### src/verilog/ssio_pkg.sv
`default_nettype none
package ssio_pkg;

    // register byte offsets on the bus, one aligned word each
    localparam logic [7:0] OFF_FORCE_A = 8'h00;
    localparam logic [7:0] OFF_FORCE_B = 8'h04;
    localparam logic [7:0] OFF_FORCE_C = 8'h08;
    localparam logic [7:0] OFF_FORCE_D = 8'h0C;
    localparam logic [7:0] OFF_FORCE_E = 8'h10;
    localparam logic [7:0] OFF_OUT_CODE0 = 8'h14;
    localparam logic [7:0] OFF_OUT_CODE3 = 8'h20;
    localparam logic [7:0] OFF_IN_ASSIGN = 8'h24;
    localparam logic [7:0] OFF_CONFIG = 8'h28;
    localparam logic [7:0] OFF_STATUS = 8'h2C;
    localparam logic [7:0] OFF_EFF_LO = 8'h30;
    localparam logic [7:0] OFF_EFF_HI = 8'h34;

    // field layout of the config word
    localparam int unsigned CFG_SPEED_POL = 0;
    localparam int unsigned CFG_TORQUE_POL = 1;
    localparam int unsigned CFG_DELAY_LSB = 8;
    // field layout of one input assignment byte
    localparam int unsigned ASSIGN_EN = 7;

    // counts: 5 force words of 8 bits, 4 output and 4 input terminals
    localparam int unsigned NUM_FORCE_WORDS = 5;
    localparam int unsigned NUM_FUNCS = NUM_FORCE_WORDS * 8;
    localparam int unsigned NUM_OUT_TERMS = 4;
    localparam int unsigned NUM_IN_TERMS = 4;
    localparam int unsigned NUM_CODES = 19;

    // input function bit positions, word a .. word e
    localparam int unsigned FN_SERVO_ENABLE = 0, FN_ALARM_CLEAR = 1, FN_REV_LIMIT = 2, FN_FWD_LIMIT = 3;
    localparam int unsigned FN_TORQUE_DIR_A = 4, FN_TORQUE_DIR_B = 5, FN_ZERO_LOCK = 6, FN_CMD_ZERO = 7;
    localparam int unsigned FN_CMD_INVERT = 8, FN_SPEED_SEL0 = 9, FN_SPEED_SEL1 = 10;
    localparam int unsigned FN_TRQ_LIM_SEL0 = 12, FN_TRQ_LIM_SEL1 = 13, FN_MODE_SWITCH = 15;
    localparam int unsigned FN_RATIO_SEL0 = 17, FN_RATIO_SEL1 = 18, FN_PULSE_CLEAR = 19;
    localparam int unsigned FN_PULSE_BLOCK = 20, FN_JOG_FWD = 21, FN_JOG_REV = 22;
    localparam int unsigned FN_HOLD = 26, FN_SEG_TRIGGER = 27, FN_SEG_SEL0 = 28, FN_SEG_SEL2 = 30;
    localparam int unsigned FN_HOMING_START = 32, FN_ORIGIN_LATCH = 33;
    // bits that carry a function; the rest of the force words are inert
    localparam logic [39:0] FUNC_USED_MASK = 40'h03_7C7E_B7FF;

    // output function codes
    localparam logic [4:0] OC_ALWAYS_ON = 5'h01, OC_SERVO_READY = 5'h02, OC_FAULT_FREE = 5'h03;
    localparam logic [4:0] OC_ZERO_SPEED = 5'h04, OC_POS_DONE = 5'h05, OC_SPEED_REACHED = 5'h06;
    localparam logic [4:0] OC_TORQUE_REACHED = 5'h07, OC_BRAKE_RELEASE = 5'h08, OC_RUNNING = 5'h09;
    localparam logic [4:0] OC_NEAR_POS = 5'h0A, OC_TORQUE_LIMITED = 5'h0B, OC_SPEED_LIMITED = 5'h0C;
    localparam logic [4:0] OC_SPEED_MATCH = 5'h0D, OC_HOME_DONE = 5'h0F, OC_SEGMENT_DONE = 5'h10;
    localparam logic [4:0] OC_INDEX_PULSE = 5'h12;

    // control mode reported by the motion core
    typedef enum logic [1:0] {
        MODE_POSITION = 2'b00,
        MODE_SPEED = 2'b01,
        MODE_TORQUE = 2'b10
    } ssio_mode_t;

    // completion delay unit and its length in clock cycles
    localparam int unsigned CLK_PERIOD_NS = 4;
    localparam int unsigned DELAY_UNIT_NS = 1000000;
    localparam int unsigned CYCLES_PER_MS = DELAY_UNIT_NS / CLK_PERIOD_NS;

    // all state of the top module
    typedef struct packed {
        logic [39:0] forceVec;
        logic [3:0][4:0] outCode;
        logic [3:0][7:0] inAssign;
        logic speedPol;
        logic torquePol;
        logic [7:0] completionDelay;
        logic [3:0] outTerm;
        logic [39:0] effFunc;
        logic pend;
        logic pendWrite;
        logic pendHit;
        logic [7:0] pendAddr;
        logic hreadyout;
        logic [31:0] hrdata;
    } ssio_state_t;

    localparam ssio_state_t SSIO_STATE_RST = '{hreadyout: 1'b1, default: '0};

endpackage
`default_nettype wire

### src/verilog/ssio_flag_if.sv
`timescale 1ns/1ps
`default_nettype none
// condition flags indexed by output function code
interface ssio_flag_if;
    logic [18:0] cond;
    modport src(output cond);
    modport sink(input cond);
endinterface
`default_nettype wire

### src/verilog/ssio_map_top.sv
// The implementer's own choices: the AHB-Lite interface to the registers and the register addresses.
`timescale 1ns/1ps
`default_nettype none
// Contract
// - four output terminals, each with its own function code selecting its source.
// - code 1 drives the output on unconditionally.
// - code 2 on with power normal and no alarm; code 3 off on alarm.
// - code 4 on when speed magnitude below zero-speed threshold in speed/torque mode.
// - code 5 on when position deviation below in-position threshold in position mode.
// - code 6 on when speed above arrival threshold, speed/torque mode, polarity selectable.
// - code 7 on when torque above arrival threshold, polarity selectable.
// - code 8 on while the brake is to be released.
// - code 9 on while the motor is energized and running.
// - code 10 on when position deviation below near threshold in position mode.
// - code 11 on while torque sits at its configured limit.
// - code 12 on in torque mode while speed has reached its limit.
// - code 13 on when actual minus commanded speed magnitude below match threshold.
// - code 15 on once homing has completed.
// - code 16 on after completion delay once a segment completes or stops.
// - code 18 follows the encoder index signal.
// - five 8-bit force words, each used bit one input function.
// - word a: enable, alarm clear, limits, torque direction, zero lock, command zero.
// - word b: invert, speed select, torque limit select, mode switch; bits 3,6 unused.
// - word c: ratio select, pulse clear, pulse block, jogs; bits 0,7 unused.
// - word d: hold, trigger, segment select; word e: homing start, origin latch.
// - force 1 makes function effective; 0 follows assigned terminal, else invalid.
module ssio_map_top
    import ssio_pkg::*;
#(
    parameter int unsigned DW = 16, // width of speed, torque and position values
    parameter int unsigned MS_CYCLES = CYCLES_PER_MS // clock cycles per ms of delay
) (
    input wire logic ref_clk, // block clock, 250 MHz
    input wire logic rst_n, // synchronous reset, active low
    input wire logic hsel, // bus slave select
    input wire logic [31:0] haddr, // bus byte address
    input wire logic [1:0] htrans, // bus transfer type
    input wire logic hwrite, // bus write flag
    input wire logic [2:0] hsize, // bus transfer size, words only
    input wire logic [31:0] hwdata, // bus write data
    input wire logic hready, // bus ready in
    output logic hreadyout, // bus ready out
    output logic [31:0] hrdata, // bus read data
    output logic hresp, // bus response, always okay
    input wire logic [3:0] inTerm, // input terminal levels
    input wire logic mainPowerOk, // main supply normal
    input wire logic alarmActive, // drive alarm present
    input wire logic [1:0] ctrlMode, // control mode from motion core
    input wire logic signed [DW-1:0] motorSpeed, // actual speed
    input wire logic signed [DW-1:0] speedCmd, // commanded speed
    input wire logic signed [DW-1:0] positionDev, // position deviation
    input wire logic signed [DW-1:0] motorTorque, // motor torque
    input wire logic [DW-1:0] zeroSpeedThreshold, // zero speed level
    input wire logic [DW-1:0] inPositionThreshold, // in position window
    input wire logic [DW-1:0] speedArrivalThreshold, // speed arrival level
    input wire logic [DW-1:0] torqueArrivalThreshold, // torque arrival level
    input wire logic [DW-1:0] nearPositionThreshold, // near position window
    input wire logic [DW-1:0] speedMatchThreshold, // speed match window
    input wire logic [DW-1:0] speedLimitSetting, // speed limit in torque mode
    input wire logic torqueAtLimit, // torque clamped by its limit
    input wire logic brakeRelease, // brake to be released
    input wire logic motorEnergized, // motor powered and running
    input wire logic homeDone, // home return completed
    input wire logic segmentEnd, // segment completed or stopped
    input wire logic indexPulse, // encoder index valid
    output logic [3:0] outTerm, // output terminal levels
    output logic [NUM_FUNCS-1:0] effFunc // effective input functions
);
    ssio_state_t st_reg;
    ssio_state_t st_next;
    ssio_flag_if flagBus();
    logic [3:0] selOut;
    logic timerDone;
    logic speedMode;
    logic posMode;
    logic trqMode;
    logic [DW-1:0] speedMag;
    logic [DW:0] diffMag;

    // magnitude of a signed value, one bit wider so the most negative value fits
    function automatic logic [DW:0] absv(input logic signed [DW:0] v);
        absv = v[DW] ? -v : v;
    endfunction

    // read multiplexer; unmapped words read as zero
    function automatic logic [31:0] regRead(input ssio_state_t s, input logic [7:0] a, input logic [3:0] t);
        regRead = 32'h0000_0000;
        case (a)
            OFF_FORCE_A, OFF_FORCE_B, OFF_FORCE_C, OFF_FORCE_D, OFF_FORCE_E: begin
                regRead = {24'h00_0000, s.forceVec[a[4:2]*8 +: 8]};
            end
            8'h14, 8'h18, 8'h1C, OFF_OUT_CODE3: begin
                regRead = {27'h000_0000, s.outCode[2'(a[4:2] - 3'h5)]};
            end
            OFF_IN_ASSIGN: begin
                regRead = s.inAssign;
            end
            OFF_CONFIG: begin
                regRead = {16'h0000, s.completionDelay, 6'h00, s.torquePol, s.speedPol};
            end
            OFF_STATUS: begin
                regRead = {24'h00_0000, t, s.outTerm};
            end
            OFF_EFF_LO: begin
                regRead = s.effFunc[31:0];
            end
            OFF_EFF_HI: begin
                regRead = {24'h00_0000, s.effFunc[39:32]};
            end
            default: begin
                regRead = 32'h0000_0000;
            end
        endcase
    endfunction

    // mode gates; other modes leave the mode-bound outputs off
    assign posMode = (ctrlMode == MODE_POSITION);
    assign speedMode = (ctrlMode == MODE_SPEED);
    assign trqMode = (ctrlMode == MODE_TORQUE);
    assign speedMag = DW'(absv({motorSpeed[DW-1], motorSpeed}));
    assign diffMag = absv((DW+1)'({motorSpeed[DW-1], motorSpeed} - {speedCmd[DW-1], speedCmd}));

    // condition flags per output function code, unused codes stay zero
    always_comb begin
        flagBus.cond = '0;
        flagBus.cond[OC_ALWAYS_ON] = 1'b1;
        flagBus.cond[OC_SERVO_READY] = mainPowerOk && !alarmActive;
        flagBus.cond[OC_FAULT_FREE] = !alarmActive;
        flagBus.cond[OC_ZERO_SPEED] = (speedMode || trqMode) && (speedMag < zeroSpeedThreshold);
        flagBus.cond[OC_POS_DONE] = posMode
            && (DW'(absv({positionDev[DW-1], positionDev})) < inPositionThreshold);
        // polarity bit inverts the compare, the mode gate stays in force
        flagBus.cond[OC_SPEED_REACHED] = (speedMode || trqMode)
            && ((speedMag > speedArrivalThreshold) ^ st_reg.speedPol);
        flagBus.cond[OC_TORQUE_REACHED] = (DW'(absv({motorTorque[DW-1], motorTorque})) > torqueArrivalThreshold)
            ^ st_reg.torquePol;
        flagBus.cond[OC_BRAKE_RELEASE] = brakeRelease;
        flagBus.cond[OC_RUNNING] = motorEnergized;
        flagBus.cond[OC_NEAR_POS] = posMode
            && (DW'(absv({positionDev[DW-1], positionDev})) < nearPositionThreshold);
        flagBus.cond[OC_TORQUE_LIMITED] = torqueAtLimit;
        flagBus.cond[OC_SPEED_LIMITED] = trqMode && (speedMag >= speedLimitSetting);
        flagBus.cond[OC_SPEED_MATCH] = diffMag < {1'b0, speedMatchThreshold};
        flagBus.cond[OC_HOME_DONE] = homeDone;
        flagBus.cond[OC_SEGMENT_DONE] = timerDone;
        flagBus.cond[OC_INDEX_PULSE] = indexPulse;
    end

    // one selector per output terminal
    for (genvar g = 0; g < NUM_OUT_TERMS; g++) begin : gSel
        ssio_out_select uSel (
            .flags(flagBus.sink),
            .code(st_reg.outCode[g]),
            .sel(selOut[g])
        );
    end

    // segment completion delay, counted in ms of clock
    ssio_delay_timer #(
        .MS_CYCLES(MS_CYCLES)
    ) uTimer (
        .ref_clk(ref_clk),
        .rst_n(rst_n),
        .segEnd(segmentEnd),
        .delayMs(st_reg.completionDelay),
        .done(timerDone)
    );

    // bus slave and registers: one wait state so read data comes from a flop
    always_comb begin
        logic termHit;
        termHit = 1'b0;
        st_next = st_reg;
        st_next.hreadyout = 1'b1;
        if (st_reg.pend) begin
            st_next.pend = 1'b0;
            st_next.hrdata = 32'h0000_0000;
            if (st_reg.pendHit && !st_reg.pendWrite) begin
                st_next.hrdata = regRead(st_reg, st_reg.pendAddr, inTerm);
            end
            if (st_reg.pendHit && st_reg.pendWrite) begin
                case (st_reg.pendAddr)
                    OFF_FORCE_A, OFF_FORCE_B, OFF_FORCE_C, OFF_FORCE_D, OFF_FORCE_E: begin
                        st_next.forceVec[st_reg.pendAddr[4:2]*8 +: 8] = hwdata[7:0];
                    end
                    8'h14, 8'h18, 8'h1C, OFF_OUT_CODE3: begin
                        st_next.outCode[2'(st_reg.pendAddr[4:2] - 3'h5)] = hwdata[4:0];
                    end
                    OFF_IN_ASSIGN: begin
                        st_next.inAssign = hwdata;
                    end
                    OFF_CONFIG: begin
                        st_next.speedPol = hwdata[CFG_SPEED_POL];
                        st_next.torquePol = hwdata[CFG_TORQUE_POL];
                        st_next.completionDelay = hwdata[CFG_DELAY_LSB +: 8];
                    end
                    default: begin
                        st_next.hrdata = 32'h0000_0000; // read-only or unmapped: write ignored
                    end
                endcase
            end
        end else if (hsel && htrans[1] && hready) begin
            st_next.pend = 1'b1;
            st_next.pendWrite = hwrite;
            st_next.pendAddr = haddr[7:0];
            st_next.pendHit = (haddr[31:8] == 24'h00_0000) && (haddr[1:0] == 2'b00);
            st_next.hreadyout = 1'b0;
        end
        // effective input functions; unused positions are masked on both paths
        for (int i = 0; i < NUM_FUNCS; i++) begin
            termHit = 1'b0;
            for (int k = 0; k < NUM_IN_TERMS; k++) begin
                if (st_reg.inAssign[k][ASSIGN_EN] && (st_reg.inAssign[k][5:0] == 6'(i)) && inTerm[k]) begin
                    termHit = 1'b1;
                end
            end
            st_next.effFunc[i] = FUNC_USED_MASK[i] && (st_reg.forceVec[i] || termHit);
        end
        st_next.outTerm = selOut;
        if (!rst_n) begin
            st_next = SSIO_STATE_RST;
        end
    end

    always_ff @(posedge ref_clk) begin
        st_reg <= st_next;
    end

    // every output but hresp straight from the state register; hresp tied to okay
    assign hreadyout = st_reg.hreadyout;
    assign hrdata = st_reg.hrdata;
    assign hresp = 1'b0;
    assign outTerm = st_reg.outTerm;
    assign effFunc = st_reg.effFunc;

    a_always_on_code: assert property (@(posedge ref_clk) disable iff (!rst_n)
        (st_reg.outCode[0] == OC_ALWAYS_ON) |=> outTerm[0])
        else $error("code 1 terminal not on");

    a_alarm_off_code: assert property (@(posedge ref_clk) disable iff (!rst_n)
        (st_reg.outCode[0] == OC_FAULT_FREE) |=> (outTerm[0] == !$past(alarmActive)))
        else $error("fault free terminal wrong");

    a_ready_needs_power: assert property (@(posedge ref_clk) disable iff (!rst_n)
        (st_reg.outCode[2] == OC_SERVO_READY) && !mainPowerOk |=> !outTerm[2])
        else $error("ready on without power");

    a_brake_follows: assert property (@(posedge ref_clk) disable iff (!rst_n)
        (st_reg.outCode[1] == OC_BRAKE_RELEASE) |=> (outTerm[1] == $past(brakeRelease)))
        else $error("brake terminal wrong");

    a_zero_speed_mode: assert property (@(posedge ref_clk) disable iff (!rst_n)
        (st_reg.outCode[3] == OC_ZERO_SPEED) && posMode |=> !outTerm[3])
        else $error("zero speed on in position mode");

    a_unlisted_code_off: assert property (@(posedge ref_clk) disable iff (!rst_n)
        (st_reg.outCode[1] == 5'h0E || st_reg.outCode[1] > OC_INDEX_PULSE) |=> !outTerm[1])
        else $error("unlisted code drives on");

    a_force_makes_valid: assert property (@(posedge ref_clk) disable iff (!rst_n)
        st_reg.forceVec[FN_SERVO_ENABLE] |=> effFunc[FN_SERVO_ENABLE])
        else $error("forced function not effective");

    a_unassigned_invalid: assert property (@(posedge ref_clk) disable iff (!rst_n)
        !st_reg.forceVec[FN_HOMING_START] && !st_reg.inAssign[0][ASSIGN_EN] && !st_reg.inAssign[1][ASSIGN_EN]
        && !st_reg.inAssign[2][ASSIGN_EN] && !st_reg.inAssign[3][ASSIGN_EN] |=> !effFunc[FN_HOMING_START])
        else $error("unassigned function effective");

    a_unused_bit_inert: assert property (@(posedge ref_clk) disable iff (!rst_n)
        1'b1 |=> !effFunc[11] && !effFunc[14] && !effFunc[16] && !effFunc[23])
        else $error("unused force bit took effect");

    a_reset_clears: assert property (@(posedge ref_clk)
        !rst_n |=> (outTerm == 4'h0) && (effFunc == 40'h00_0000_0000) && hreadyout)
        else $error("reset did not clear outputs");

    a_seg_zero_delay: assert property (@(posedge ref_clk) disable iff (!rst_n)
        (segmentEnd && st_reg.completionDelay == 8'h00) [*2] |=> timerDone)
        else $error("segment done late with zero delay");

    a_seg_drop_off: assert property (@(posedge ref_clk) disable iff (!rst_n)
        !segmentEnd |=> !timerDone)
        else $error("segment done without segment end");

    a_wait_one_cycle: assert property (@(posedge ref_clk) disable iff (!rst_n)
        !hreadyout |=> hreadyout)
        else $error("bus wait longer than one cycle");

    c_bus_write: cover property (@(posedge ref_clk) disable iff (!rst_n) st_reg.pend && st_reg.pendWrite);
    c_bus_read: cover property (@(posedge ref_clk) disable iff (!rst_n) st_reg.pend && !st_reg.pendWrite);
    c_seg_done: cover property (@(posedge ref_clk) disable iff (!rst_n) $rose(timerDone));
    c_term_follow: cover property (@(posedge ref_clk) disable iff (!rst_n) st_reg.inAssign[0][ASSIGN_EN] && inTerm[0]);
endmodule
`default_nettype wire

### src/verilog/ssio_out_select.sv
`timescale 1ns/1ps
`default_nettype none
module ssio_out_select
    import ssio_pkg::*;
(
    ssio_flag_if.sink flags, // condition flags by code
    input wire logic [4:0] code, // function code of this terminal
    output logic sel // selected level, combinational
);
    // codes beyond the table fall to off; holes in the table are zero flags
    always_comb begin
        if (code < 5'(NUM_CODES)) begin
            sel = flags.cond[code];
        end else begin
            sel = 1'b0;
        end
    end
endmodule
`default_nettype wire

### src/verilog/ssio_delay_timer.sv
`timescale 1ns/1ps
`default_nettype none
module ssio_delay_timer
    import ssio_pkg::*;
#(
    parameter int unsigned MS_CYCLES = CYCLES_PER_MS
) (
    input wire logic ref_clk, // block clock
    input wire logic rst_n, // synchronous reset, active low
    input wire logic segEnd, // segment completed or stopped
    input wire logic [7:0] delayMs, // completion delay in ms
    output logic done // delay elapsed while segEnd held
);
    localparam int unsigned PW = $clog2(MS_CYCLES + 1);
    typedef struct packed {
        logic [PW-1:0] prescale;
        logic [7:0] msCount;
        logic done;
    } ssio_tmr_state_t;
    ssio_tmr_state_t st_reg;
    ssio_tmr_state_t st_next;

    // counts whole ms while the segment end is held; dropping it restarts
    always_comb begin
        st_next = st_reg;
        if (!segEnd) begin
            st_next = '0;
        end else if (!st_reg.done) begin
            if (st_reg.msCount >= delayMs) begin
                st_next.done = 1'b1;
            end else if (st_reg.prescale == PW'(MS_CYCLES - 1)) begin
                st_next.prescale = '0;
                st_next.msCount = st_reg.msCount + 8'h01;
            end else begin
                st_next.prescale = st_reg.prescale + PW'(1);
            end
        end
        if (!rst_n) begin
            st_next = '0;
        end
    end

    always_ff @(posedge ref_clk) begin
        st_reg <= st_next;
    end

    assign done = st_reg.done;
endmodule
`default_nettype wire

### config.mk
export PLATFORM = sky130hd
export DESIGN_NAME = ssio_map_top
export DESIGN_NICKNAME = d
export VERILOG_FILES = /design/src/verilog/ssio_pkg.sv /design/src/verilog/ssio_flag_if.sv /design/src/verilog/ssio_map_top.sv /design/src/verilog/ssio_out_select.sv /design/src/verilog/ssio_delay_timer.sv
export SDC_FILE = /design/constraint.sdc
export NUM_CORES = 1
export LEC_CHECK = 0
export ABC_AREA = 0
export BUFFER_PORTS_ARGS = -buffer_cell sky130_fd_sc_hd__buf_2
export CAP_MARGIN = 20
export CELL_PAD_IN_SITES_DETAIL_PLACEMENT = 1
export CELL_PAD_IN_SITES_GLOBAL_PLACEMENT = 1
export CORE_MARGIN = 3
export CORE_UTILIZATION = 41
export DETAILED_ROUTE_END_ITERATION = 7
export PLACE_DENSITY = 0.89
export SYNTH_ARGS = -nofsm -noshare
export SYNTH_HDL_FRONTEND = slang
export SYNTH_HIERARCHICAL = 1
export SYNTH_SLANG_ARGS = --single-unit
### constraint.sdc
create_clock -name ref_clk -period 8.2 [get_ports ref_clk]
set_input_delay 2.46 -clock ref_clk [delete_from_list [all_inputs] [get_ports ref_clk]]
set_output_delay 2.46 -clock ref_clk [all_outputs]
set_load 0.05 [all_outputs]
==> impl_metrics.prom, run 1 <==
# TYPE chip_impl_metric gauge
chip_impl_metric{name="register_area_share_after_synthesis",unit="%"} 25.65
chip_impl_metric{name="post_synth_and_or_nand_nor_area_fraction",unit="%"} 24.01
chip_impl_metric{name="final_layout_size_suffix_gt1_share",unit="%"} 19.14
chip_impl_metric{name="routedWlPerCell",unit="µm"} 21.01
chip_impl_metric{name="grt_antenna_before_repair",unit=""} 9
chip_impl_metric{name="synth_top_cell_area_share",unit="%"} 25.65
chip_impl_metric{name="drt_iter0_drc",unit=""} 1027
chip_impl_metric{name="dpl.hpwl",unit="µm"} 47370
chip_impl_metric{name="design.core.area",unit="µm²"} 37930
chip_impl_metric{name="max-slew-margin-rel",unit="%"} 31.04
chip_impl_info{name="cts.root.buffer_cell",value="clkbuf_16"} 1
chip_impl_info{name="critPathCaptureType",value="register"} 1
chip_impl_metric{name="post_cts_buffers",unit=""} 0
chip_impl_metric{name="comb_pwr_share",unit="%"} 21.7
chip_impl_metric{name="arrival",unit="ps"} 7860
chip_impl_metric{name="drt-vias-per-instance",unit=""} 5.780
chip_impl_metric{name="clock_path_buffers",unit=""} 3
chip_impl_metric{name="grt_first_pass_wirelength",unit="µm"} 92700
chip_impl_metric{name="internal-power",unit="mW"} 1.899
chip_impl_metric{name="clkSinkCount",unit=""} 204
chip_impl_metric{name="clock_latency",unit="ps"} 530
chip_impl_metric{name="max_slew.worst_pin.slew",unit="ps"} 1031
chip_impl_metric{name="design.final.nets",unit=""} 2700
chip_impl_metric{name="synthArstFlopShare",unit="%"} 0
chip_impl_metric{name="final-setup-viol-count",unit=""} 0
chip_impl_metric{name="switching_share",unit="%"} 28.98
chip_impl_metric{name="routed-via-count",unit=""} 16310
chip_impl_metric{name="synth-warning-count",unit=""} 6
chip_impl_metric{name="num_rows",unit=""} 71
chip_impl_metric{name="fin_worst_skew",unit="ps"} 18.57
chip_impl_info{name="synth_top_family_by_area",value="simple AND/OR/NAND/NOR gates"} 1
chip_impl_metric{name="buffer_ports.inserted",unit=""} 323
chip_impl_metric{name="flow.area_growth_from_synthesis",unit="%"} 14.56
chip_impl_metric{name="layout_min_cycle_time",unit="ps"} 7393
chip_impl_metric{name="cts_made_buffers",unit=""} 23
chip_impl_info{name="cell_with_the_most_instances_after_synthesis",value="nand2_1"} 1
chip_impl_metric{name="die_x",unit="µm"} 203.1
chip_impl_metric{name="flip_flop_count_of_the_largest_register_all_copies_and_words_added",unit=""} 113
chip_impl_metric{name="first_pass_iters",unit=""} 5
chip_impl_metric{name="first_global_vias",unit=""} 17120
chip_impl_metric{name="setup_tns",unit="ps"} 0
chip_impl_metric{name="synth_adder_area_share",unit="%"} 11.76
chip_impl_metric{name="p_leak",unit="nW"} 7.845
chip_impl_metric{name="postSynthAreaPerCell",unit="µm²"} 7.711
chip_impl_metric{name="fmaxAchievable",unit="MHz"} 135.3
chip_impl_metric{name="cts_hold_repair.buffers",unit=""} 0
chip_impl_metric{name="max_cap_violations",unit=""} 0
chip_impl_info{name="synth.top_cells.by_area",value="dfxtp_1, ha_1, nand2_1, a21oi_1, buf_4"} 1
chip_impl_metric{name="edff_count_synth",unit=""} 0
chip_impl_info{name="clock_tree_from_tritoncts",value="built"} 1
chip_impl_metric{name="synth_cells",unit=""} 2065
chip_impl_info{name="status",value="finished clean"} 1
chip_impl_metric{name="drc_errors",unit=""} 0
chip_impl_metric{name="num_ports",unit=""} 342
chip_impl_metric{name="post_synth_num_cell_types",unit=""} 92
chip_impl_metric{name="post_cts_resize_count",unit=""} 0
chip_impl_info{name="synth_top_area_cell",value="dfxtp_1"} 1
chip_impl_metric{name="slowest_stage_delay_cp",unit="ps"} 340
chip_impl_metric{name="routed_wirelength",unit="µm"} 59300
chip_impl_metric{name="ir_worst_vdd",unit="mV"} 0.1376
chip_impl_metric{name="antenna_violating_nets_post_route",unit=""} 0
chip_impl_info{name="type_of_the_worst_setup_path",value="input pin to register"} 1
chip_impl_metric{name="grt_max_degree",unit=""} 95
chip_impl_metric{name="finalHoldWorstSlack",unit="ps"} 456.3
chip_impl_metric{name="floorplan.die_area",unit="µm²"} 41240
chip_impl_metric{name="netlist_area",unit="µm²"} 15920
chip_impl_metric{name="h_tree_lvls",unit=""} 1
chip_impl_metric{name="worst-endpoint-required",unit="ps"} 8670
chip_impl_metric{name="synth.area.mux_share",unit="%"} 4.165
chip_impl_metric{name="synth-compound-area-share",unit="%"} 21.07
chip_impl_info{name="startpoint_type",value="input pin"} 1
chip_impl_metric{name="place.gp.congestion",unit=""} 0.9866
chip_impl_metric{name="synthXorXnorAreaFrac",unit="%"} 3.520
chip_impl_info{name="holdCritPathClass",value="register to register"} 1
chip_impl_metric{name="layout_worst_path_cycle_share",unit="%"} 90.16
chip_impl_metric{name="power.share.sequential",unit="%"} 37.4
chip_impl_metric{name="yosys_register_bits",unit=""} 204
chip_impl_metric{name="finalHoldViolations",unit=""} 0
chip_impl_metric{name="drv_slew",unit=""} 0
chip_impl_metric{name="die_height",unit="µm"} 203.1
chip_impl_info{name="ranking_of_synthesized_cells_by_instance_count",value="nand2_1, dfxtp_1, a21oi_1"} 1
chip_impl_metric{name="clkSlewWorstSetupHoldPaths",unit="ps"} 60
chip_impl_info{name="rsz0062_at_grt",value="false"} 1
chip_impl_metric{name="power_density_of_the_placed_cells",unit="nW/µm²"} 146.6
chip_impl_metric{name="grt_remaining_overflow",unit=""} 0
chip_impl_metric{name="critical_path_peak_fanout",unit=""} 10
chip_impl_metric{name="n_fill_cell",unit=""} 4777
chip_impl_metric{name="power.share.clock",unit="%"} 40.9
chip_impl_metric{name="switchingPower",unit="mW"} 0.7749
chip_impl_info{name="ys.flop_type",value="dfxtp_1"} 1
chip_impl_info{name="slowest_stage",value="o21ai_2"} 1
chip_impl_metric{name="grt_use_total",unit="%"} 27.60
chip_impl_metric{name="floorplan.initialDensity",unit="%"} 41.98
-- logic make-up (layout without fill, tap and decap cells) --
kind of cell,Yosys count,after routing
flops,204,204
buf+inv,322,533
simple gates,775,775
fa+ha+maj,149,149
compound gates,509,509
mux,40,40
other cells,2,37
xor+xnor,64,64
-- stage by stage --
stage          total power, mW  utilization, %  instances  area (µm²)  setup WS (ps)
6_report                 2.674           48.09       2822       18240          807.1
5_1_grt                  2.796           48.08       2820       18240          279.2
4_1_cts                  2.684           48.00       2814       18210          831.1
3_5_place_dp             1.593           45.89       2772       17410          306.2
3_3_place_gp             1.554           45.89       2772       17410          454.4
2_1_floorplan            1.400               -       2093       16030           1168
-- path summary, 6_finish.rpt --
check                                   start     endpoint  slack (ps)  cells past startpoint
worst min-delay path              st_reg[104]  st_reg[104]         460                      2
worst min register to register    st_reg[104]  st_reg[104]         460                      2
worst max register to register     st_reg[36]  st_reg[188]        4450                      8
worst max-delay path            motorSpeed[0]   outTerm[3]         810                     28
-- area by class of cell --
type / instances / area, µm² / share of cell area, %
tap: 511 / 639.4 / 3.505
multi-input combinational: 1567 / 10400 / 56.99
antenna: 7 / 17.52 / 0.09603
clock buffer: 31 / 655.6 / 3.594
inverter: 156 / 588.1 / 3.224
clock inverter: 11 / 146.4 / 0.8025
sequential: 204 / 4084 / 22.39
timing repair buffer: 335 / 1714 / 9.397
-- power by group through the flow --
stage	registers [mW]	clock network, mW	logic (mW)
6_report	0.999	1.09	0.580
5_1_grt	0.999	1.15	0.648
4_1_cts	0.999	1.11	0.576
3_5_place_dp	1.02	0	0.572
3_3_place_gp	1.02	0	0.533
2_1_floorplan	1.02	0	0.382
-- layout by cell type (no fill, tap or decap), drive strengths merged, types with 10 or more instances in the layout --
| master | netlist | final |
|---|---|---|
| a2111oi | 15 | 15 |
| a211oi | 14 | 14 |
| a21o | 44 | 44 |
| a21oi | 187 | 187 |
| a221oi | 16 | 16 |
| a22oi | 28 | 28 |
| a31oi | 11 | 11 |
| and2 | 20 | 20 |
| and3 | 17 | 17 |
| buf | 93 | 335 |
| clkbuf | 73 | 31 |
| conb | 2 | 30 |
| dfxtp | 204 | 204 |
| ha | 148 | 148 |
| inv | 155 | 157 |
| mux2i | 19 | 19 |
| mux4 | 21 | 21 |
| nand2 | 282 | 282 |
| nand2b | 25 | 25 |
| nand3 | 76 | 76 |
| nand4 | 26 | 26 |
| nor2 | 146 | 146 |
| nor2b | 41 | 41 |
| nor3 | 50 | 50 |
| nor4 | 12 | 12 |
| o211a | 10 | 10 |
| o211ai | 12 | 12 |
| o21a | 12 | 12 |
| o21ai | 48 | 48 |
| o22ai | 39 | 39 |
| o31ai | 18 | 18 |
| or2 | 11 | 11 |
| or3 | 10 | 10 |
| or4 | 15 | 15 |
| xnor2 | 55 | 55 |
-- worst max-delay path, delay by kind of cell --
| kind | cells | cell delay, ps |
|---|---|---|
| and+or+nand+nor | 6 | 780 |
| adders and majority gates | 3 | 690 |
| AOI/OAI and AO/OA | 15 | 3300 |
| buffers and inverters | 3 | 400 |
| muxes | 1 | 240 |
-- metal layers --
metal / vias up / wire, µm / track usage [%] / share of wire (%)
li1: 7700 / - / - / -
met1: 7959 / 24720 / 34.57 / 42
met2: 526 / 29310 / 49.45 / 49
met3: 121 / 3425 / 3.191 / 5.8
met4: 4 / 1821 / 8.899 / 3.1
met5: - / 16 / 0 / 0.027
Power figures use the tool's default switching activity.
==> run 2, diff against run 1 <==
--- a/config.mk
+++ b/config.mk
@@ -11,9 +11,10 @@
 export CELL_PAD_IN_SITES_DETAIL_PLACEMENT = 1
 export CELL_PAD_IN_SITES_GLOBAL_PLACEMENT = 1
 export CORE_MARGIN = 3
-export CORE_UTILIZATION = 41
+export CORE_UTILIZATION = 30
 export DETAILED_ROUTE_END_ITERATION = 7
-export PLACE_DENSITY = 0.89
+export GPL_TIMING_DRIVEN = 0
+export PLACE_DENSITY = 0.7
 export SYNTH_ARGS = -nofsm -noshare
 export SYNTH_HDL_FRONTEND = slang
 export SYNTH_HIERARCHICAL = 1
==> impl_metrics.prom, run 2 (synthesis results as in run 1) <==
# TYPE chip_impl_metric gauge
chip_impl_metric{name="clkSinkCount",unit=""} 204
chip_impl_metric{name="drc_errors",unit=""} 0
chip_impl_metric{name="layout_min_cycle_time",unit="ps"} 7544
chip_impl_metric{name="met3_length",unit="µm"} 3840
chip_impl_info{name="crit-reg2reg-capture",value="hrdata[6]"} 1
chip_impl_metric{name="flow.area_growth_from_synthesis",unit="%"} 21.36
chip_impl_metric{name="slowest_stage_delay_cp",unit="ps"} 390
chip_impl_metric{name="clock_path_buffers",unit=""} 3
chip_impl_metric{name="routedWlPerCell",unit="µm"} 20.72
chip_impl_metric{name="placedInstanceArea",unit="µm²"} 18500
chip_impl_metric{name="antenna_violating_nets_post_route",unit=""} 0
chip_impl_metric{name="detailedPlace.worstSlack",unit="ps"} -380.9
chip_impl_info{name="rsz0062_at_grt",value="false"} 1
chip_impl_metric{name="routed_wirelength",unit="µm"} 65190
chip_impl_metric{name="drv_slew",unit=""} 0
chip_impl_metric{name="finalHoldWorstSlack",unit="ps"} 453.0
chip_impl_metric{name="h_tree_lvls",unit=""} 1
chip_impl_metric{name="p_leak",unit="nW"} 8.377
chip_impl_info{name="cp_top_family",value="compound AO/OA/AOI/OAI gates"} 1
chip_impl_metric{name="critical_path_peak_fanout",unit=""} 10
chip_impl_metric{name="cts_made_buffers",unit=""} 25
chip_impl_metric{name="n_fill_cell",unit=""} 6495
chip_impl_metric{name="place.gp.congestion",unit=""} 0.9164
chip_impl_metric{name="fmaxAchievable",unit="MHz"} 132.6
chip_impl_info{name="cts.root.buffer_cell",value="clkbuf_16"} 1
chip_impl_metric{name="grt_max_degree",unit=""} 13
chip_impl_info{name="critPathCaptureType",value="register"} 1
chip_impl_metric{name="floorplan.initialDensity",unit="%"} 30.67
chip_impl_metric{name="grt_use_total",unit="%"} 22.32
chip_impl_metric{name="wl_met1",unit="µm"} 28120
chip_impl_metric{name="design_area",unit="µm²"} 19320
chip_impl_metric{name="final-setup-viol-count",unit=""} 0
chip_impl_metric{name="design.final.nets",unit=""} 2858
chip_impl_info{name="type_of_the_worst_setup_path",value="input pin to register"} 1
chip_impl_metric{name="num_ports",unit=""} 342
chip_impl_metric{name="drt-vias-per-instance",unit=""} 5.324
chip_impl_metric{name="drt_iter0_drc",unit=""} 857
chip_impl_metric{name="final_layout_size_suffix_gt1_share",unit="%"} 21.13
chip_impl_metric{name="ir_worst_vdd",unit="mV"} 0.1445
chip_impl_metric{name="flip_flop_count_of_the_largest_register_all_copies_and_words_added",unit=""} 113
chip_impl_info{name="holdCritPathClass",value="register to register"} 1
chip_impl_metric{name="total_power_after_layout",unit="mW"} 2.684
chip_impl_info{name="startpoint_type",value="input pin"} 1
chip_impl_metric{name="dr_wl_met2",unit="µm"} 31400
chip_impl_metric{name="first_pass_iters",unit=""} 5
chip_impl_info{name="reg_to_reg_start",value="st_reg[35]"} 1
chip_impl_info{name="routed.top_layer",value="met5"} 1
chip_impl_metric{name="design.core.area",unit="µm²"} 51920
chip_impl_metric{name="routed-via-count",unit=""} 16760
chip_impl_info{name="most-common-layout-cells",value="buf_2, nand2_1, dfxtp_1, a21oi_1, inv_1"} 1
chip_impl_metric{name="fin_worst_skew",unit="ps"} 14.66
chip_impl_info{name="clock_tree_from_tritoncts",value="built"} 1
chip_impl_metric{name="timing.reg2reg.setup_slack",unit="ps"} 3720
chip_impl_metric{name="arrival",unit="ps"} 8010
chip_impl_info{name="most_common_cell_after_layout_fill_and_taps_aside",value="buf_2"} 1
chip_impl_metric{name="worst-endpoint-required",unit="ps"} 8670
chip_impl_metric{name="worstHoldPathCells",unit=""} 2
chip_impl_metric{name="clkSlewWorstSetupHoldPaths",unit="ps"} 60
chip_impl_metric{name="power_density_of_the_placed_cells",unit="nW/µm²"} 138.9
chip_impl_metric{name="final_critical_path_setup_slack",unit="ps"} 655.8
chip_impl_metric{name="finalHoldViolations",unit=""} 0
chip_impl_metric{name="die_height",unit="µm"} 236.4
chip_impl_metric{name="max-slew-margin-rel",unit="%"} 28.55
chip_impl_metric{name="clock_latency",unit="ps"} 530
chip_impl_metric{name="r2r_cells",unit=""} 13
chip_impl_metric{name="first_global_vias",unit=""} 17530
chip_impl_info{name="slowest_stage",value="o41ai_1"} 1
chip_impl_metric{name="floorplan.die_area",unit="µm²"} 55880
chip_impl_info{name="status",value="finished clean"} 1
chip_impl_metric{name="layout_worst_path_cycle_share",unit="%"} 92.00
chip_impl_metric{name="grt_first_pass_wirelength",unit="µm"} 99650
chip_impl_metric{name="max_slew.worst_pin.slew",unit="ps"} 1068
chip_impl_metric{name="dpl.hpwl",unit="µm"} 53960
chip_impl_metric{name="num_rows",unit=""} 83
chip_impl_metric{name="worst-path-buf-inv",unit=""} 3
chip_impl_metric{name="die_x",unit="µm"} 236.4
chip_impl_metric{name="buffer_ports.inserted",unit=""} 320
chip_impl_info{name="worstHoldEndpoint",value="st_reg[112]"} 1
chip_impl_metric{name="max_cap_violations",unit=""} 0
chip_impl_info{name="hold_start",value="st_reg[112]"} 1
chip_impl_metric{name="grt_remaining_overflow",unit=""} 0
chip_impl_metric{name="grt_antenna_before_repair",unit=""} 11
-- run 2: cell count changes in the layout (fill, tap and decap cells not counted), sizes merged, moves of 2 or more --
cell and change:
inv -2, clkinv +5, buf +82, clkbuf +74
-- run 2: how the worst max path moves through the flow --
stage,start,end,slack [ps],depth (start not counted)
after floorplan,motorSpeed[0],outTerm[0],1170,27
after global placement,motorSpeed[0],outTerm[2],-250,27
after detailed placement,motorSpeed[0],outTerm[0],-380,28
after CTS,motorSpeed[0],outTerm[0],150,28
after global routing,motorSpeed[0],outTerm[3],150,29
final,motorSpeed[0],outTerm[3],660,29
-- run 2: layer usage --
layer,up-vias,GRT usage (%)
met2,419,38.43
met4,8,6.084
li1,8012,-
met1,8209,28.40
met3,107,4.303
met5,-,0
-- run 2: what timing repair did --
action                                  in CTS  in global routing
setup buffers                                0                  1
endpoints found under the setup margin       0                  4
resized for setup                            0                  1
hold buffers                                 0                  0
-- run 2: area by class of cell --
cell class                      count  area [µm²]  share of cell area, %
Inverter                          156       585.6                  3.030
Buffer                            166       970.9                  5.025
Timing Repair Buffer              325        1633                  8.450
Sequential cell                   204        4084                  21.13
Clock inverter                     12       112.6                 0.5828
Tap cell                          680       850.8                  4.403
Antenna cell                        6       15.01                0.07770
Multi-Input combinational cell   1567       10390                  53.79
Clock buffer                       31       678.2                  3.509
-- run 2: per-stage QoR --
stage	std cells	setup TNS, ps	util [%]
after floorplan	2093	0	-
after global placement	3093	-932.4	35.59
final	3147	0	37.21
after detailed placement	3096	-1460	35.62
after global routing	3145	0	37.20
after CTS	3139	0	37.14
-- run 2: report_power, final --
part           internal (mW)  switching (mW)  leakage (nW)
Combinational          0.254           0.342          6.34
Sequential             0.994         0.00339          1.64
Clock                  0.644           0.445         0.397
-- run 2: worst register-to-register path, stage by stage, from the launching register on --
cell and delay, ps:
dfxtp_1 390, clkbuf_1 560, buf_1 690, inv_1 320, ha_1 340, o31ai_1 330, a21oi_1 120, o21ai_0 240
a41o_1 320, clkbuf_1 360, clkbuf_1 370, nor2_1 110, a21oi_1 130, nor2_1 50
